[src/pkg/epsc_params.svh]
// Offsets, field positions, codes and timing counts of the power-state block.
// Assumes a 250 MHz clock and a byte-addressed register port.
`ifndef EPSC_PARAMS_SVH
`define EPSC_PARAMS_SVH

`define EPSC_ADDR_W        8
`define EPSC_DATA_W        32
`define EPSC_OFS_PMC       8'h54
`define EPSC_OFS_INTERRUPT_STATUS_REG   8'h58
`define EPSC_OFS_BYTE_TEST 8'h64
`define EPSC_OFS_PHY_CTRL  8'h68
`define EPSC_OFS_PHY_MODE  8'h6C

`define EPSC_PMC_READY     0
`define EPSC_PMC_PME_EN    1
`define EPSC_PMC_PULSE_SEL 2
`define EPSC_PMC_WAKEUP_STATUS_FIELD_LO   4
`define EPSC_PMC_WAKE_FRAME_DETECT_ENABLE    8
`define EPSC_PMC_ENERGY_WAKE_ENABLE     9
`define EPSC_PMC_PSEL_LO   12
`define EPSC_INT_PME       1
`define EPSC_PHY_PWRDN     11
`define EPSC_PHY_EDPD      13

`define EPSC_PSEL_NORMAL   2'h0
`define EPSC_PSEL_WOL      2'h1
`define EPSC_PSEL_ED       2'h2
`define EPSC_WAKEUP_STATUS_FIELD_NONE     2'h0
`define EPSC_WAKEUP_STATUS_FIELD_ENERGY   2'h1
`define EPSC_WAKEUP_STATUS_FIELD_FRAME    2'h2
`define EPSC_BYTE_TEST_VAL 32'h5AC3_3CA5

`define EPSC_CLK_MHZ       250
`define EPSC_RESUME_MS     2
`define EPSC_PULSE_MS      50
`define EPSC_RESUME_CYC    (`EPSC_RESUME_MS * 1000 * `EPSC_CLK_MHZ)
`define EPSC_PULSE_CYC     (`EPSC_PULSE_MS * 1000 * `EPSC_CLK_MHZ)
`define EPSC_TMR_W         24

`endif

[src/pkg/epsc_pkg.sv]
// Types shared by the power-state block.
// Assumes nothing beyond a SystemVerilog compiler.
package epsc_pkg;

    typedef enum logic [1:0] {
        ST_NORMAL = 2'b00,
        ST_WOL    = 2'b01,
        ST_ED     = 2'b10,
        ST_RESUME = 2'b11
    } epsc_state_type;

endpackage : epsc_pkg

[src/design/epsc_timer.sv]
// Load-and-count-down timer used for the event pulse and the resume delay.
// Assumes a single clock and an asynchronous active-high reset.
`timescale 1ns/100ps
`default_nettype none
module epsc_timer #(
    parameter int WIDTH = 24
) (
    input  wire logic             mclk,
    input  wire logic             rst,
    input  wire logic             start,
    input  wire logic             stop,
    input  wire logic [WIDTH-1:0] count,
    output var  logic             busy,
    output var  logic             done
);

    logic [WIDTH-1:0] cnt_q;

    // --------------------------------------------------------------
    // Counter: start reloads, stop abandons, otherwise count down.
    // --------------------------------------------------------------
    always_ff @(posedge mclk or posedge rst) begin
        if (rst) begin
            cnt_q <= '0;
        end else if (start) begin
            cnt_q <= count;
        end else if (stop) begin
            cnt_q <= '0;
        end else if (cnt_q != '0) begin
            cnt_q <= cnt_q - WIDTH'(1);
        end
    end

    assign busy = (cnt_q != '0);
    assign done = (cnt_q == WIDTH'(1)) && !start && !stop;

endmodule : epsc_timer
`default_nettype wire

[src/design/epsc_power_ctrl.sv]
// Power-state controller: normal state, wake-on-LAN sleep, energy-detect sleep.
// Assumes a host on a strobe register port, synchronous inputs and one clock.
//
// How it works
// - Exactly one normal and two sleep states.
// - Ready clears in sleep, sets on return.
// - Writes ignored until one read is seen.
// - Byte-test write in sleep wakes device.
// - Wake write resets state select to normal.
// - Code 01 enters wake-on-LAN sleep, clocks gated.
// - Wake frame sets status 10, drives event.
// - Energy sleep stops MAC, host, internal clocks.
// - Carrier in energy sleep sets status 01.
// - Interrupt flag sets regardless of output enable.
// - Source holds; flag cleared by one afterwards.
// - Interrupt independent of event pin and enable.
// - Pulse mode drives event pin 50 ms.
// - Static mode holds event pin until cleared.
// - Pin drops on status, enable or output clear.
// - Wakeup status readable while asleep.
// - PHY power-down bit holds PHY down, resets after.
// - Registers keep contents through sleep.
// - Ready sets within 2 ms of wake.
//
// The placing of the registers and the address-and-strobe port were decided locally.
`timescale 1ns/100ps
`default_nettype none
`include "epsc_params.svh"
module epsc_power_ctrl #(
    parameter int RESUME_CYC = `EPSC_RESUME_CYC,
    parameter int PULSE_CYC  = `EPSC_PULSE_CYC
) (
    input  wire logic                    mclk,
    input  wire logic                    rst,
    input  wire logic [`EPSC_ADDR_W-1:0] reg_addr,
    input  wire logic [`EPSC_DATA_W-1:0] reg_wdata,
    input  wire logic                    reg_wr,
    input  wire logic                    reg_rd,
    output var  logic [`EPSC_DATA_W-1:0] reg_rdata,
    input  wire logic                    wake_frame_det,
    input  wire logic                    carrier_present,
    output var  logic                    pme_out,
    output var  logic                    pme_irq_src,
    output var  logic                    ready_out,
    output var  logic                    mac_clk_en,
    output var  logic                    host_clk_en,
    output var  logic                    pm_clk_en,
    output var  logic                    int_clk_en,
    output var  logic                    phy_clk_en,
    output var  logic                    phy_power_down,
    output var  logic                    phy_energy_pd,
    output var  logic                    phy_reset
);

    localparam int TW = `EPSC_TMR_W;

    epsc_pkg::epsc_state_type state_q;
    logic [1:0]              psel_q;
    logic [1:0]              wakeup_status_field_q;
    logic [1:0]              wakeup_status_field_d;
    logic                    ready_q;
    logic                    read_seen_q;
    logic                    pme_en_q;
    logic                    pulse_sel_q;
    logic                    wake_frame_detect_enable_q;
    logic                    energy_wake_enable_q;
    logic                    int_flag_q;
    logic                    phy_pd_q;
    logic                    phy_ed_q;
    logic                    phy_rst_q;
    logic                    pme_src_q;
    logic                    pme_q;
    logic [`EPSC_DATA_W-1:0] rdata_q;
    logic                    mac_en_q;
    logic                    host_en_q;
    logic                    pm_en_q;
    logic                    int_en_q;
    logic                    phy_en_q;
    logic                    asleep;
    logic                    wr_ok;
    logic                    wake_wr;
    logic                    pmc_wr;
    logic                    int_wr;
    logic [1:0]              wr_psel;
    logic                    det_wol;
    logic                    det_ed;
    logic                    pme_src;
    logic                    pulse_busy;
    logic                    resume_done;

    // ------------------------------------------------------------------
    // Write decode.
    // ------------------------------------------------------------------
    assign asleep  = (state_q == epsc_pkg::ST_WOL) || (state_q == epsc_pkg::ST_ED);
    assign wr_ok   = reg_wr && ready_q && read_seen_q;
    assign wake_wr = reg_wr && asleep && (reg_addr == `EPSC_OFS_BYTE_TEST);
    assign pmc_wr  = wr_ok && (reg_addr == `EPSC_OFS_PMC);
    assign int_wr  = wr_ok && (reg_addr == `EPSC_OFS_INTERRUPT_STATUS_REG);
    assign wr_psel = reg_wdata[`EPSC_PMC_PSEL_LO +: 2];

    // ------------------------------------------------------------------
    // Power state sequence.
    // ------------------------------------------------------------------
    always_ff @(posedge mclk or posedge rst) begin
        if (rst) begin
            state_q <= epsc_pkg::ST_NORMAL;
        end else begin
            unique case (state_q)
                epsc_pkg::ST_NORMAL: begin
                    if (pmc_wr && wr_psel == `EPSC_PSEL_WOL) begin
                        state_q <= epsc_pkg::ST_WOL;
                    end else if (pmc_wr && wr_psel == `EPSC_PSEL_ED) begin
                        state_q <= epsc_pkg::ST_ED;
                    end
                end
                epsc_pkg::ST_WOL, epsc_pkg::ST_ED: begin
                    if (wake_wr) begin
                        state_q <= epsc_pkg::ST_RESUME;
                    end
                end
                epsc_pkg::ST_RESUME: begin
                    if (resume_done) begin
                        state_q <= epsc_pkg::ST_NORMAL;
                    end
                end
            endcase
        end
    end

    // ------------------------------------------------------------------
    // Resume delay before ready returns.
    // ------------------------------------------------------------------
    epsc_timer #(
        .WIDTH (TW)
    ) u_resume (
        .mclk  (mclk),
        .rst   (rst),
        .start (wake_wr),
        .stop  (1'b0),
        .count (TW'(RESUME_CYC)),
        .busy  (),
        .done  (resume_done)
    );

    // ------------------------------------------------------------------
    // State select field, ready flag and first-read lock.
    // ------------------------------------------------------------------
    always_ff @(posedge mclk or posedge rst) begin
        if (rst) begin
            psel_q <= `EPSC_PSEL_NORMAL;
        end else if (wake_wr) begin
            psel_q <= `EPSC_PSEL_NORMAL;
        end else if (pmc_wr && state_q == epsc_pkg::ST_NORMAL &&
                     (wr_psel == `EPSC_PSEL_WOL || wr_psel == `EPSC_PSEL_ED)) begin
            psel_q <= wr_psel;
        end
    end

    always_ff @(posedge mclk or posedge rst) begin
        if (rst) begin
            ready_q <= 1'b1;
        end else if (pmc_wr && (wr_psel == `EPSC_PSEL_WOL || wr_psel == `EPSC_PSEL_ED)) begin
            ready_q <= 1'b0;
        end else if (resume_done) begin
            ready_q <= 1'b1;
        end
    end

    always_ff @(posedge mclk or posedge rst) begin
        if (rst) begin
            read_seen_q <= 1'b0;
        end else if (resume_done) begin
            read_seen_q <= 1'b0;
        end else if (reg_rd) begin
            read_seen_q <= 1'b1;
        end
    end

    // ------------------------------------------------------------------
    // Enables in the control register, kept through sleep.
    // ------------------------------------------------------------------
    always_ff @(posedge mclk or posedge rst) begin
        if (rst) begin
            pme_en_q    <= 1'b0;
            pulse_sel_q <= 1'b0;
            wake_frame_detect_enable_q    <= 1'b0;
            energy_wake_enable_q     <= 1'b0;
        end else if (pmc_wr) begin
            pme_en_q    <= reg_wdata[`EPSC_PMC_PME_EN];
            pulse_sel_q <= reg_wdata[`EPSC_PMC_PULSE_SEL];
            wake_frame_detect_enable_q    <= reg_wdata[`EPSC_PMC_WAKE_FRAME_DETECT_ENABLE];
            energy_wake_enable_q     <= reg_wdata[`EPSC_PMC_ENERGY_WAKE_ENABLE];
        end
    end

    // ------------------------------------------------------------------
    // Wake detection and wakeup status.
    // ------------------------------------------------------------------
    assign det_wol = (state_q == epsc_pkg::ST_WOL) && wake_frame_det;
    assign det_ed  = (state_q == epsc_pkg::ST_ED) && carrier_present;

    always_comb begin
        wakeup_status_field_d = wakeup_status_field_q;
        if (pmc_wr) begin
            wakeup_status_field_d = wakeup_status_field_q & ~reg_wdata[`EPSC_PMC_WAKEUP_STATUS_FIELD_LO +: 2];
        end
        if (det_wol) begin
            wakeup_status_field_d = `EPSC_WAKEUP_STATUS_FIELD_FRAME;
        end else if (det_ed) begin
            wakeup_status_field_d = `EPSC_WAKEUP_STATUS_FIELD_ENERGY;
        end
    end

    always_ff @(posedge mclk or posedge rst) begin
        if (rst) begin
            wakeup_status_field_q <= `EPSC_WAKEUP_STATUS_FIELD_NONE;
        end else begin
            wakeup_status_field_q <= wakeup_status_field_d;
        end
    end

    // ------------------------------------------------------------------
    // Internal event source and interrupt status flag.
    // ------------------------------------------------------------------
    assign pme_src = (wakeup_status_field_q[1] && wake_frame_detect_enable_q) || (wakeup_status_field_q[0] && energy_wake_enable_q);

    always_ff @(posedge mclk or posedge rst) begin
        if (rst) begin
            pme_src_q <= 1'b0;
        end else begin
            pme_src_q <= pme_src;
        end
    end

    always_ff @(posedge mclk or posedge rst) begin
        if (rst) begin
            int_flag_q <= 1'b0;
        end else if (pme_src) begin
            int_flag_q <= 1'b1;
        end else if (int_wr && reg_wdata[`EPSC_INT_PME]) begin
            int_flag_q <= 1'b0;
        end
    end

    // ------------------------------------------------------------------
    // External event pin, pulsed or static.
    // ------------------------------------------------------------------
    epsc_timer #(
        .WIDTH (TW)
    ) u_pulse (
        .mclk  (mclk),
        .rst   (rst),
        .start (pme_src && !pme_src_q),
        .stop  (!pme_src),
        .count (TW'(PULSE_CYC)),
        .busy  (pulse_busy),
        .done  ()
    );

    always_ff @(posedge mclk or posedge rst) begin
        if (rst) begin
            pme_q <= 1'b0;
        end else if (!pme_en_q || !pme_src) begin
            pme_q <= 1'b0;
        end else if (pulse_sel_q) begin
            pme_q <= pulse_busy;
        end else begin
            pme_q <= 1'b1;
        end
    end

    // ------------------------------------------------------------------
    // PHY control bits.
    // ------------------------------------------------------------------
    always_ff @(posedge mclk or posedge rst) begin
        if (rst) begin
            phy_pd_q  <= 1'b0;
            phy_ed_q  <= 1'b0;
            phy_rst_q <= 1'b0;
        end else begin
            phy_rst_q <= 1'b0;
            if (wr_ok && reg_addr == `EPSC_OFS_PHY_CTRL) begin
                phy_pd_q  <= reg_wdata[`EPSC_PHY_PWRDN];
                phy_rst_q <= phy_pd_q && !reg_wdata[`EPSC_PHY_PWRDN];
            end
            if (wr_ok && reg_addr == `EPSC_OFS_PHY_MODE) begin
                phy_ed_q <= reg_wdata[`EPSC_PHY_EDPD];
            end
        end
    end

    // ------------------------------------------------------------------
    // Clock gating per power state.
    // ------------------------------------------------------------------
    always_ff @(posedge mclk or posedge rst) begin
        if (rst) begin
            mac_en_q  <= 1'b1;
            host_en_q <= 1'b1;
            pm_en_q   <= 1'b1;
            int_en_q  <= 1'b1;
            phy_en_q  <= 1'b1;
        end else begin
            mac_en_q  <= !asleep;
            host_en_q <= !asleep;
            pm_en_q   <= (state_q != epsc_pkg::ST_ED);
            int_en_q  <= (state_q != epsc_pkg::ST_ED);
            phy_en_q  <= (state_q != epsc_pkg::ST_ED) || !phy_ed_q;
        end
    end

    // ------------------------------------------------------------------
    // Read port, data valid in the cycle after the strobe.
    // ------------------------------------------------------------------
    always_ff @(posedge mclk or posedge rst) begin
        if (rst) begin
            rdata_q <= '0;
        end else begin
            rdata_q <= '0;
            if (reg_rd) begin
                unique case (reg_addr)
                    `EPSC_OFS_PMC: begin
                        rdata_q[`EPSC_PMC_READY]          <= ready_q;
                        rdata_q[`EPSC_PMC_PME_EN]         <= pme_en_q;
                        rdata_q[`EPSC_PMC_PULSE_SEL]      <= pulse_sel_q;
                        rdata_q[`EPSC_PMC_WAKEUP_STATUS_FIELD_LO +: 2]   <= wakeup_status_field_q;
                        rdata_q[`EPSC_PMC_WAKE_FRAME_DETECT_ENABLE]         <= wake_frame_detect_enable_q;
                        rdata_q[`EPSC_PMC_ENERGY_WAKE_ENABLE]          <= energy_wake_enable_q;
                        rdata_q[`EPSC_PMC_PSEL_LO +: 2]   <= psel_q;
                    end
                    `EPSC_OFS_INTERRUPT_STATUS_REG: begin
                        rdata_q[`EPSC_INT_PME] <= int_flag_q;
                    end
                    `EPSC_OFS_BYTE_TEST: begin
                        rdata_q <= `EPSC_BYTE_TEST_VAL;
                    end
                    `EPSC_OFS_PHY_CTRL: begin
                        rdata_q[`EPSC_PHY_PWRDN] <= phy_pd_q;
                    end
                    `EPSC_OFS_PHY_MODE: begin
                        rdata_q[`EPSC_PHY_EDPD] <= phy_ed_q;
                    end
                    default: begin
                        rdata_q <= '0;
                    end
                endcase
            end
        end
    end

    assign reg_rdata      = rdata_q;
    assign pme_out        = pme_q;
    assign pme_irq_src    = pme_src_q;
    assign ready_out      = ready_q;
    assign mac_clk_en     = mac_en_q;
    assign host_clk_en    = host_en_q;
    assign pm_clk_en      = pm_en_q;
    assign int_clk_en     = int_en_q;
    assign phy_clk_en     = phy_en_q;
    assign phy_power_down = phy_pd_q;
    assign phy_energy_pd  = phy_ed_q;
    assign phy_reset      = phy_rst_q;

    // ------------------------------------------------------------------
    // Checks.
    // ------------------------------------------------------------------
    a_ready_sleep : assert property (@(posedge mclk) disable iff (rst)
        asleep |-> !ready_q)
        else $error("ready set while asleep");

    a_wake_state : assert property (@(posedge mclk) disable iff (rst)
        wake_wr |=> state_q == epsc_pkg::ST_RESUME ##1 !ready_q)
        else $error("wake write did not start resume");

    a_wake_select : assert property (@(posedge mclk) disable iff (rst)
        wake_wr |=> psel_q == `EPSC_PSEL_NORMAL)
        else $error("wake write left select field");

    a_wol_enter : assert property (@(posedge mclk) disable iff (rst)
        (pmc_wr && state_q == epsc_pkg::ST_NORMAL && wr_psel == `EPSC_PSEL_WOL)
        |=> state_q == epsc_pkg::ST_WOL ##1 (!host_en_q && !mac_en_q && int_en_q && pm_en_q))
        else $error("wake-on-LAN entry or gating wrong");

    a_ed_clocks : assert property (@(posedge mclk) disable iff (rst)
        (state_q == epsc_pkg::ST_ED) |=> (!mac_en_q && !host_en_q && !int_en_q && !pm_en_q))
        else $error("energy sleep left a clock on");

    a_frame_status : assert property (@(posedge mclk) disable iff (rst)
        det_wol |=> wakeup_status_field_q == `EPSC_WAKEUP_STATUS_FIELD_FRAME)
        else $error("frame wake status wrong");

    a_energy_status : assert property (@(posedge mclk) disable iff (rst)
        det_ed |=> wakeup_status_field_q == `EPSC_WAKEUP_STATUS_FIELD_ENERGY)
        else $error("energy wake status wrong");

    a_flag_set : assert property (@(posedge mclk) disable iff (rst)
        pme_src |=> int_flag_q ##1 (int_flag_q || $past(int_wr)))
        else $error("interrupt flag not held by source");

    a_pin_static : assert property (@(posedge mclk) disable iff (rst)
        (pme_src && pme_en_q && !pulse_sel_q) |=> pme_q)
        else $error("static event pin not driven");

    a_pin_off : assert property (@(posedge mclk) disable iff (rst)
        (!pme_en_q || !pme_src) |=> !pme_q)
        else $error("event pin not released");

    a_first_read : assert property (@(posedge mclk) disable iff (rst)
        (reg_wr && !read_seen_q && reg_addr == `EPSC_OFS_PMC) |=>
        $stable(state_q) && $stable(psel_q) && $stable(wake_frame_detect_enable_q))
        else $error("write took effect before first read");

    a_reserved_code : assert property (@(posedge mclk) disable iff (rst)
        (pmc_wr && wr_psel == 2'h3) |=> $stable(state_q))
        else $error("reserved code changed state");

    a_phy_reset : assert property (@(posedge mclk) disable iff (rst)
        $fell(phy_pd_q) |-> phy_rst_q)
        else $error("no PHY reset on power-up");

endmodule : epsc_power_ctrl
`default_nettype wire

[config.mk]
export PLATFORM = sky130hd
export DESIGN_NAME = epsc_power_ctrl
export DESIGN_NICKNAME = d
export VERILOG_FILES = /design/src/pkg/epsc_pkg.sv /design/src/design/epsc_timer.sv /design/src/design/epsc_power_ctrl.sv
export VERILOG_INCLUDE_DIRS = /design/src /design/src/pkg
export SDC_FILE = /design/constraint.sdc
export NUM_CORES = 1
export LEC_CHECK = 0
export ABC_AREA = 1
export BUFFER_PORTS_ARGS = -buffer_cell sky130_fd_sc_hd__buf_2
export CAP_MARGIN = 25
export CORE_ASPECT_RATIO = 1.2
export CORE_MARGIN = 2
export CORE_UTILIZATION = 56
export DETAILED_ROUTE_END_ITERATION = 8
export PLACE_DENSITY = 0.89
export SETUP_SLACK_MARGIN = 0.4
export SYNTH_ARGS = -nofsm -noshare
export SYNTH_HDL_FRONTEND = slang
export SYNTH_SLANG_ARGS = --single-unit
export TNS_END_PERCENT = 50
[constraint.sdc]
create_clock -name mclk -period 3.4 [get_ports mclk]
set_input_delay 0.68 -clock mclk [delete_from_list [all_inputs] [get_ports mclk]]
set_output_delay 0.68 -clock mclk [all_outputs]
set_load 0.01 [all_outputs]
==> results by group <==
CTS
  – Buffers inserted by post-CTS timing repair: 0
  – Number of H-tree levels: 3
  – Total CTS buffers: 9
  – Worst-path clk slew: 0.09 ns
  – Hold buffers post-CTS: 0
  – Clk Latency, worst-skew pair: 0.35 ns
  – Resized Gates After CTS: 0
  – CTS tree: yes
  – Maximum count of clock buffers along a single path: 2
  – Number of sinks on the clock net: 80
  – Root buf cell: sky130_fd_sc_hd__clkbuf_8

Floorplan
  – DIE WIDTH: 88.0 um
  – Height of the chip: 105 um
  – Core Area: 8150 um2
  – Cell row count: 36
  – Number of I/O pins: 89
  – Effective utilization at floorplan: 58.1%
  – Total Die Area: 9210 um2

Logic synthesis
  – Register area share after synthesis: 42.4%
  – Synth top cells by count: sky130_fd_sc_hd__nand2_1, sky130_fd_sc_hd__nor2_1, sky130_fd_sc_hd__dfrtp_1
  – Mapped Avg Cell Area: 7.52 um2
  – Number of synthesized register bits: 80
  – Simple-Gate Fraction of Synth Area: 35.0%
  – Gate count of the mapped netlist: 630
  – Ranking of synthesized cells by area: sky130_fd_sc_hd__dfrtp_1, sky130_fd_sc_hd__nand2_1, sky130_fd_sc_hd__nor2_1, sky130_fd_sc_hd__nand3_1, sky130_fd_sc_hd__inv_1
  – Area share of fa/ha/maj cells after synthesis: 3.17%
  – Synthesized-area fraction occupied by xor and xnor cells: 2.59%
  – Compound-gate portion of the synthesized area: 5.84%
  – Netlist area before placement: 4740 um2
  – Biggest area consumer among synthesized cells: sky130_fd_sc_hd__dfrtp_1
  – EDFF count, synth: 0
  – Count of unique library cells instantiated by Yosys: 39
  – YS warnings: 0
  – Fraction of synthesized cell area taken by the top area cell type: 40.1%
  – Post-synthesis mux area share: 0%
  – Largest family of logic cells by synthesized area: simple AND/OR/NAND/NOR gates
  – Count leader, synth: sky130_fd_sc_hd__nand2_1
  – Post-synth top flop: sky130_fd_sc_hd__dfrtp_1
  – Fraction of synthesis flops using an asynchronous set or reset pin: 100%

Power
  – Fraction of power consumed by sequential logic: 51.8%
  – Worst supply voltage drop on vdd: 258 uV
  – Internal portion of total power: 1.42 mW
  – Sw Pwr: 0.431 mW
  – Clock network fraction of design power: 44.3%
  – P per Cell Area: 354 nW/um2
  – Net Sw Frac: 23.2%
  – Part of the power in combinational logic: 3.9%
  – Leak pwr: 2.87 nW

Route
  – DRT Pass-1 Iters: 5
  – Average wire per standard cell: 13.6 um
  – DRT iter0 DRCs: 314
  – Post-detailed-route DRC marker count: 0
  – Post-route antenna net violation count: 0
  – Total routed wirelength: 10800 um
  – Number of vias per cell after detailed routing: 5.38
  – Vias: 4284

Setup path
  – Critical Path Most Common Cell: sky130_fd_sc_hd__inv_1
  – Startpoint type of the worst setup path: flip-flop
  – CP Max Fanout: 19
  – Series of cell instances along the critical path: inv_1, ha_1, nand2_1, inv_1, nand3_2, buf_4, inv_2, nor2_4, inv_2, nand2_1, inv_1
  – Worst R2R Path Depth: 11
  – Beginning of the critical path: state_q[0]
  – Required time at the endpoint of the critical path: 3.64 ns
  – Start-to-end type of the worst setup path: flip-flop to flip-flop
  – Delay of the slowest cell on the worst path: 0.41 ns
  – Type of element capturing the critical path: flip-flop
  – Startpoint of the most critical register-to-register path: state_q[0]
  – Register-to-Register Setup Slack: 1.17 ns
  – Buffer and inverter count on the worst path: 6
  – Arrival time worst endpoint: 2.47 ns
  – Top delay family on crit path: buffers and inverters
  – Slowest cell on crit path: sky130_fd_sc_hd__dfrtp_1
  – Worst r2r dst: u_resume.cnt_q[6]

Global route
  – Global route overflow: 0
  – GRT Overall Usage: 25.0%
  – Largest net degree at the start of global routing: 45
  – Wire length of the first global-routing pass: 18400 um
  – Number of global-route vias before repair: 4093
  – Antenna violations before repair: 0

Timing
  – Max Clock Skew: 0.0134 ns
  – Setup repair after global routing missed its margin: no
  – Slew Limit Fails: 0
  – Clock period minus final worst setup slack: 2.23 ns
  – Worst hold margin: 0.439 ns
  – Highest achievable clock rate: 449 MHz
  – Final Setup Violations: 0
  – Worst slew margin: 46.8%
  – Setup tns final: 0 ns
  – Final Hold Fails: 0
  – Portion of the clock cycle consumed by the worst path in the final layout: 65.6%
  – Worst slew pin tran: 0.797 ns

Outcome
  – Run status: finished clean

Place
  – HPWL after detailed placement: 7950 um
  – Number of buffers added on ports: 53
  – Routability congestion estimate: 1.00

Run
  – Max Cap Viol: 0

Worst hold path
  – Worst min path class: input port to asynchronous set/reset pin

Cells and area
  – Layout net count: 736
  – Layout cell share with drive strength beyond 1: 16.8%
  – Area growth, synth to finish: 10.5%
  – Antenna cell count: 0
flip-flops by register name, summed over array words and instances (netlist names), 2 cells and up:
name and cells:
psel_q 2, reg_rdata 11, state_q 2, u_pulse.cnt_q 24, u_resume.cnt_q 24, wakeup_status_field_q 2
cell type report:
cell class | count | area [um2]
multi-input cells | 451 | 2250
well taps | 114 | 143
clock buffers | 10 | 138
fillers | 643 | 2920
repair buffers | 55 | 293
inverters | 81 | 305
flip-flops and latches | 80 | 2010
clock inverters | 6 | 97.6
worst max-delay path by stage:
stage	endpoint	cells past startpoint	slack, ns
after global routing	u_resume.cnt_q[6]	11	1.01
final	u_resume.cnt_q[6]	11	1.17
after global placement	state_q[1]	11	1.08
after detailed placement	state_q[1]	11	1.05
after CTS	u_resume.cnt_q[6]	11	1.18
after floorplan	energy_wake_enable_q	1	0.67
per-layer routing:
metal  wire (um)  track usage, %  vias up
met5           0               0        -
met4         423            13.4        0
met3         671            2.76       49
met2        5480            41.9      223
met1        4270            31.0     1963
li1            -               -     2049
layout by cell type, fill, tap and decap left out, types with 2 or more instances in the layout:
cell type                   instances
sky130_fd_sc_hd__nand3_1           59
sky130_fd_sc_hd__inv_1             72
sky130_fd_sc_hd__buf_2             53
sky130_fd_sc_hd__nor3b_1            2
sky130_fd_sc_hd__a21oi_1           12
sky130_fd_sc_hd__nand3b_1           4
sky130_fd_sc_hd__nand4_1           13
sky130_fd_sc_hd__xor2_1             9
sky130_fd_sc_hd__clkinv_1           2
sky130_fd_sc_hd__dfrtp_1           76
sky130_fd_sc_hd__o21ai_0           20
sky130_fd_sc_hd__nor2_4             6
sky130_fd_sc_hd__ha_1              12
sky130_fd_sc_hd__dfstp_2            4
sky130_fd_sc_hd__nand2_2            2
sky130_fd_sc_hd__o21a_1             3
sky130_fd_sc_hd__o31ai_1            3
sky130_fd_sc_hd__nor3_2             2
sky130_fd_sc_hd__nor2_2            10
sky130_fd_sc_hd__nand3_2            4
sky130_fd_sc_hd__conb_1            12
sky130_fd_sc_hd__a21o_1             3
sky130_fd_sc_hd__nand2_1          140
sky130_fd_sc_hd__inv_2              6
sky130_fd_sc_hd__nor3_1            11
sky130_fd_sc_hd__nor2_1           103
sky130_fd_sc_hd__inv_6              2
sky130_fd_sc_hd__a31oi_1            2
sky130_fd_sc_hd__xnor2_1            5
sky130_fd_sc_hd__clkbuf_8          10
sky130_fd_sc_hd__bufinv_16          2
sky130_fd_sc_hd__or2_2              7
power groups by stage:
| stage | clock, mW | combinational [mW] | sequential (mW) |
|---|---|---|---|
| floorplan | 0 | 0.0502 | 0.981 |
| global placement | 0 | 0.0703 | 0.980 |
| detailed placement | 0 | 0.0728 | 0.981 |
| CTS | 0.832 | 0.0731 | 0.962 |
| global route | 0.871 | 0.0830 | 0.963 |
| finish | 0.822 | 0.0720 | 0.962 |
stage by stage:
| step | setup slack, ns | area [um2] | utilization (%) | instances | power, mW |
|---|---|---|---|---|---|
| finish | 1.17 | 5240 | 64.2 | 797 | 1.86 |
| global route | 1.01 | 5240 | 64.2 | 797 | 1.92 |
| CTS | 1.18 | 5240 | 64.2 | 797 | 1.87 |
| detailed placement | 1.05 | 5000 | 61.3 | 781 | 1.05 |
| global placement | 1.08 | 5000 | 61.3 | 781 | 1.05 |
| floorplan | 0.675 | 4780 | - | 641 | 1.03 |
worst reg2reg max path, delay by kind of cell, from the launching register on:
| family | cells | cell delay [ns] |
|---|---|---|
| adders and majority gates | 1 | 0.35 |
| and+or+nand+nor | 4 | 0.65 |
| buffers and inverters | 6 | 0.71 |
| DFF | 1 | 0.41 |
cells by family (layout without fill, tap and decap cells):
logic type | count (synthesis) | in the layout
and+or+nand+nor | 365 | 365
buffers and inverters | 110 | 152
DFF | 80 | 80
AOI/OAI and AO/OA | 48 | 48
xor gates and xnor gates | 14 | 14
adders and majority gates | 12 | 12
other | 1 | 12
Note: power is estimated with default switching activity, not from simulation.
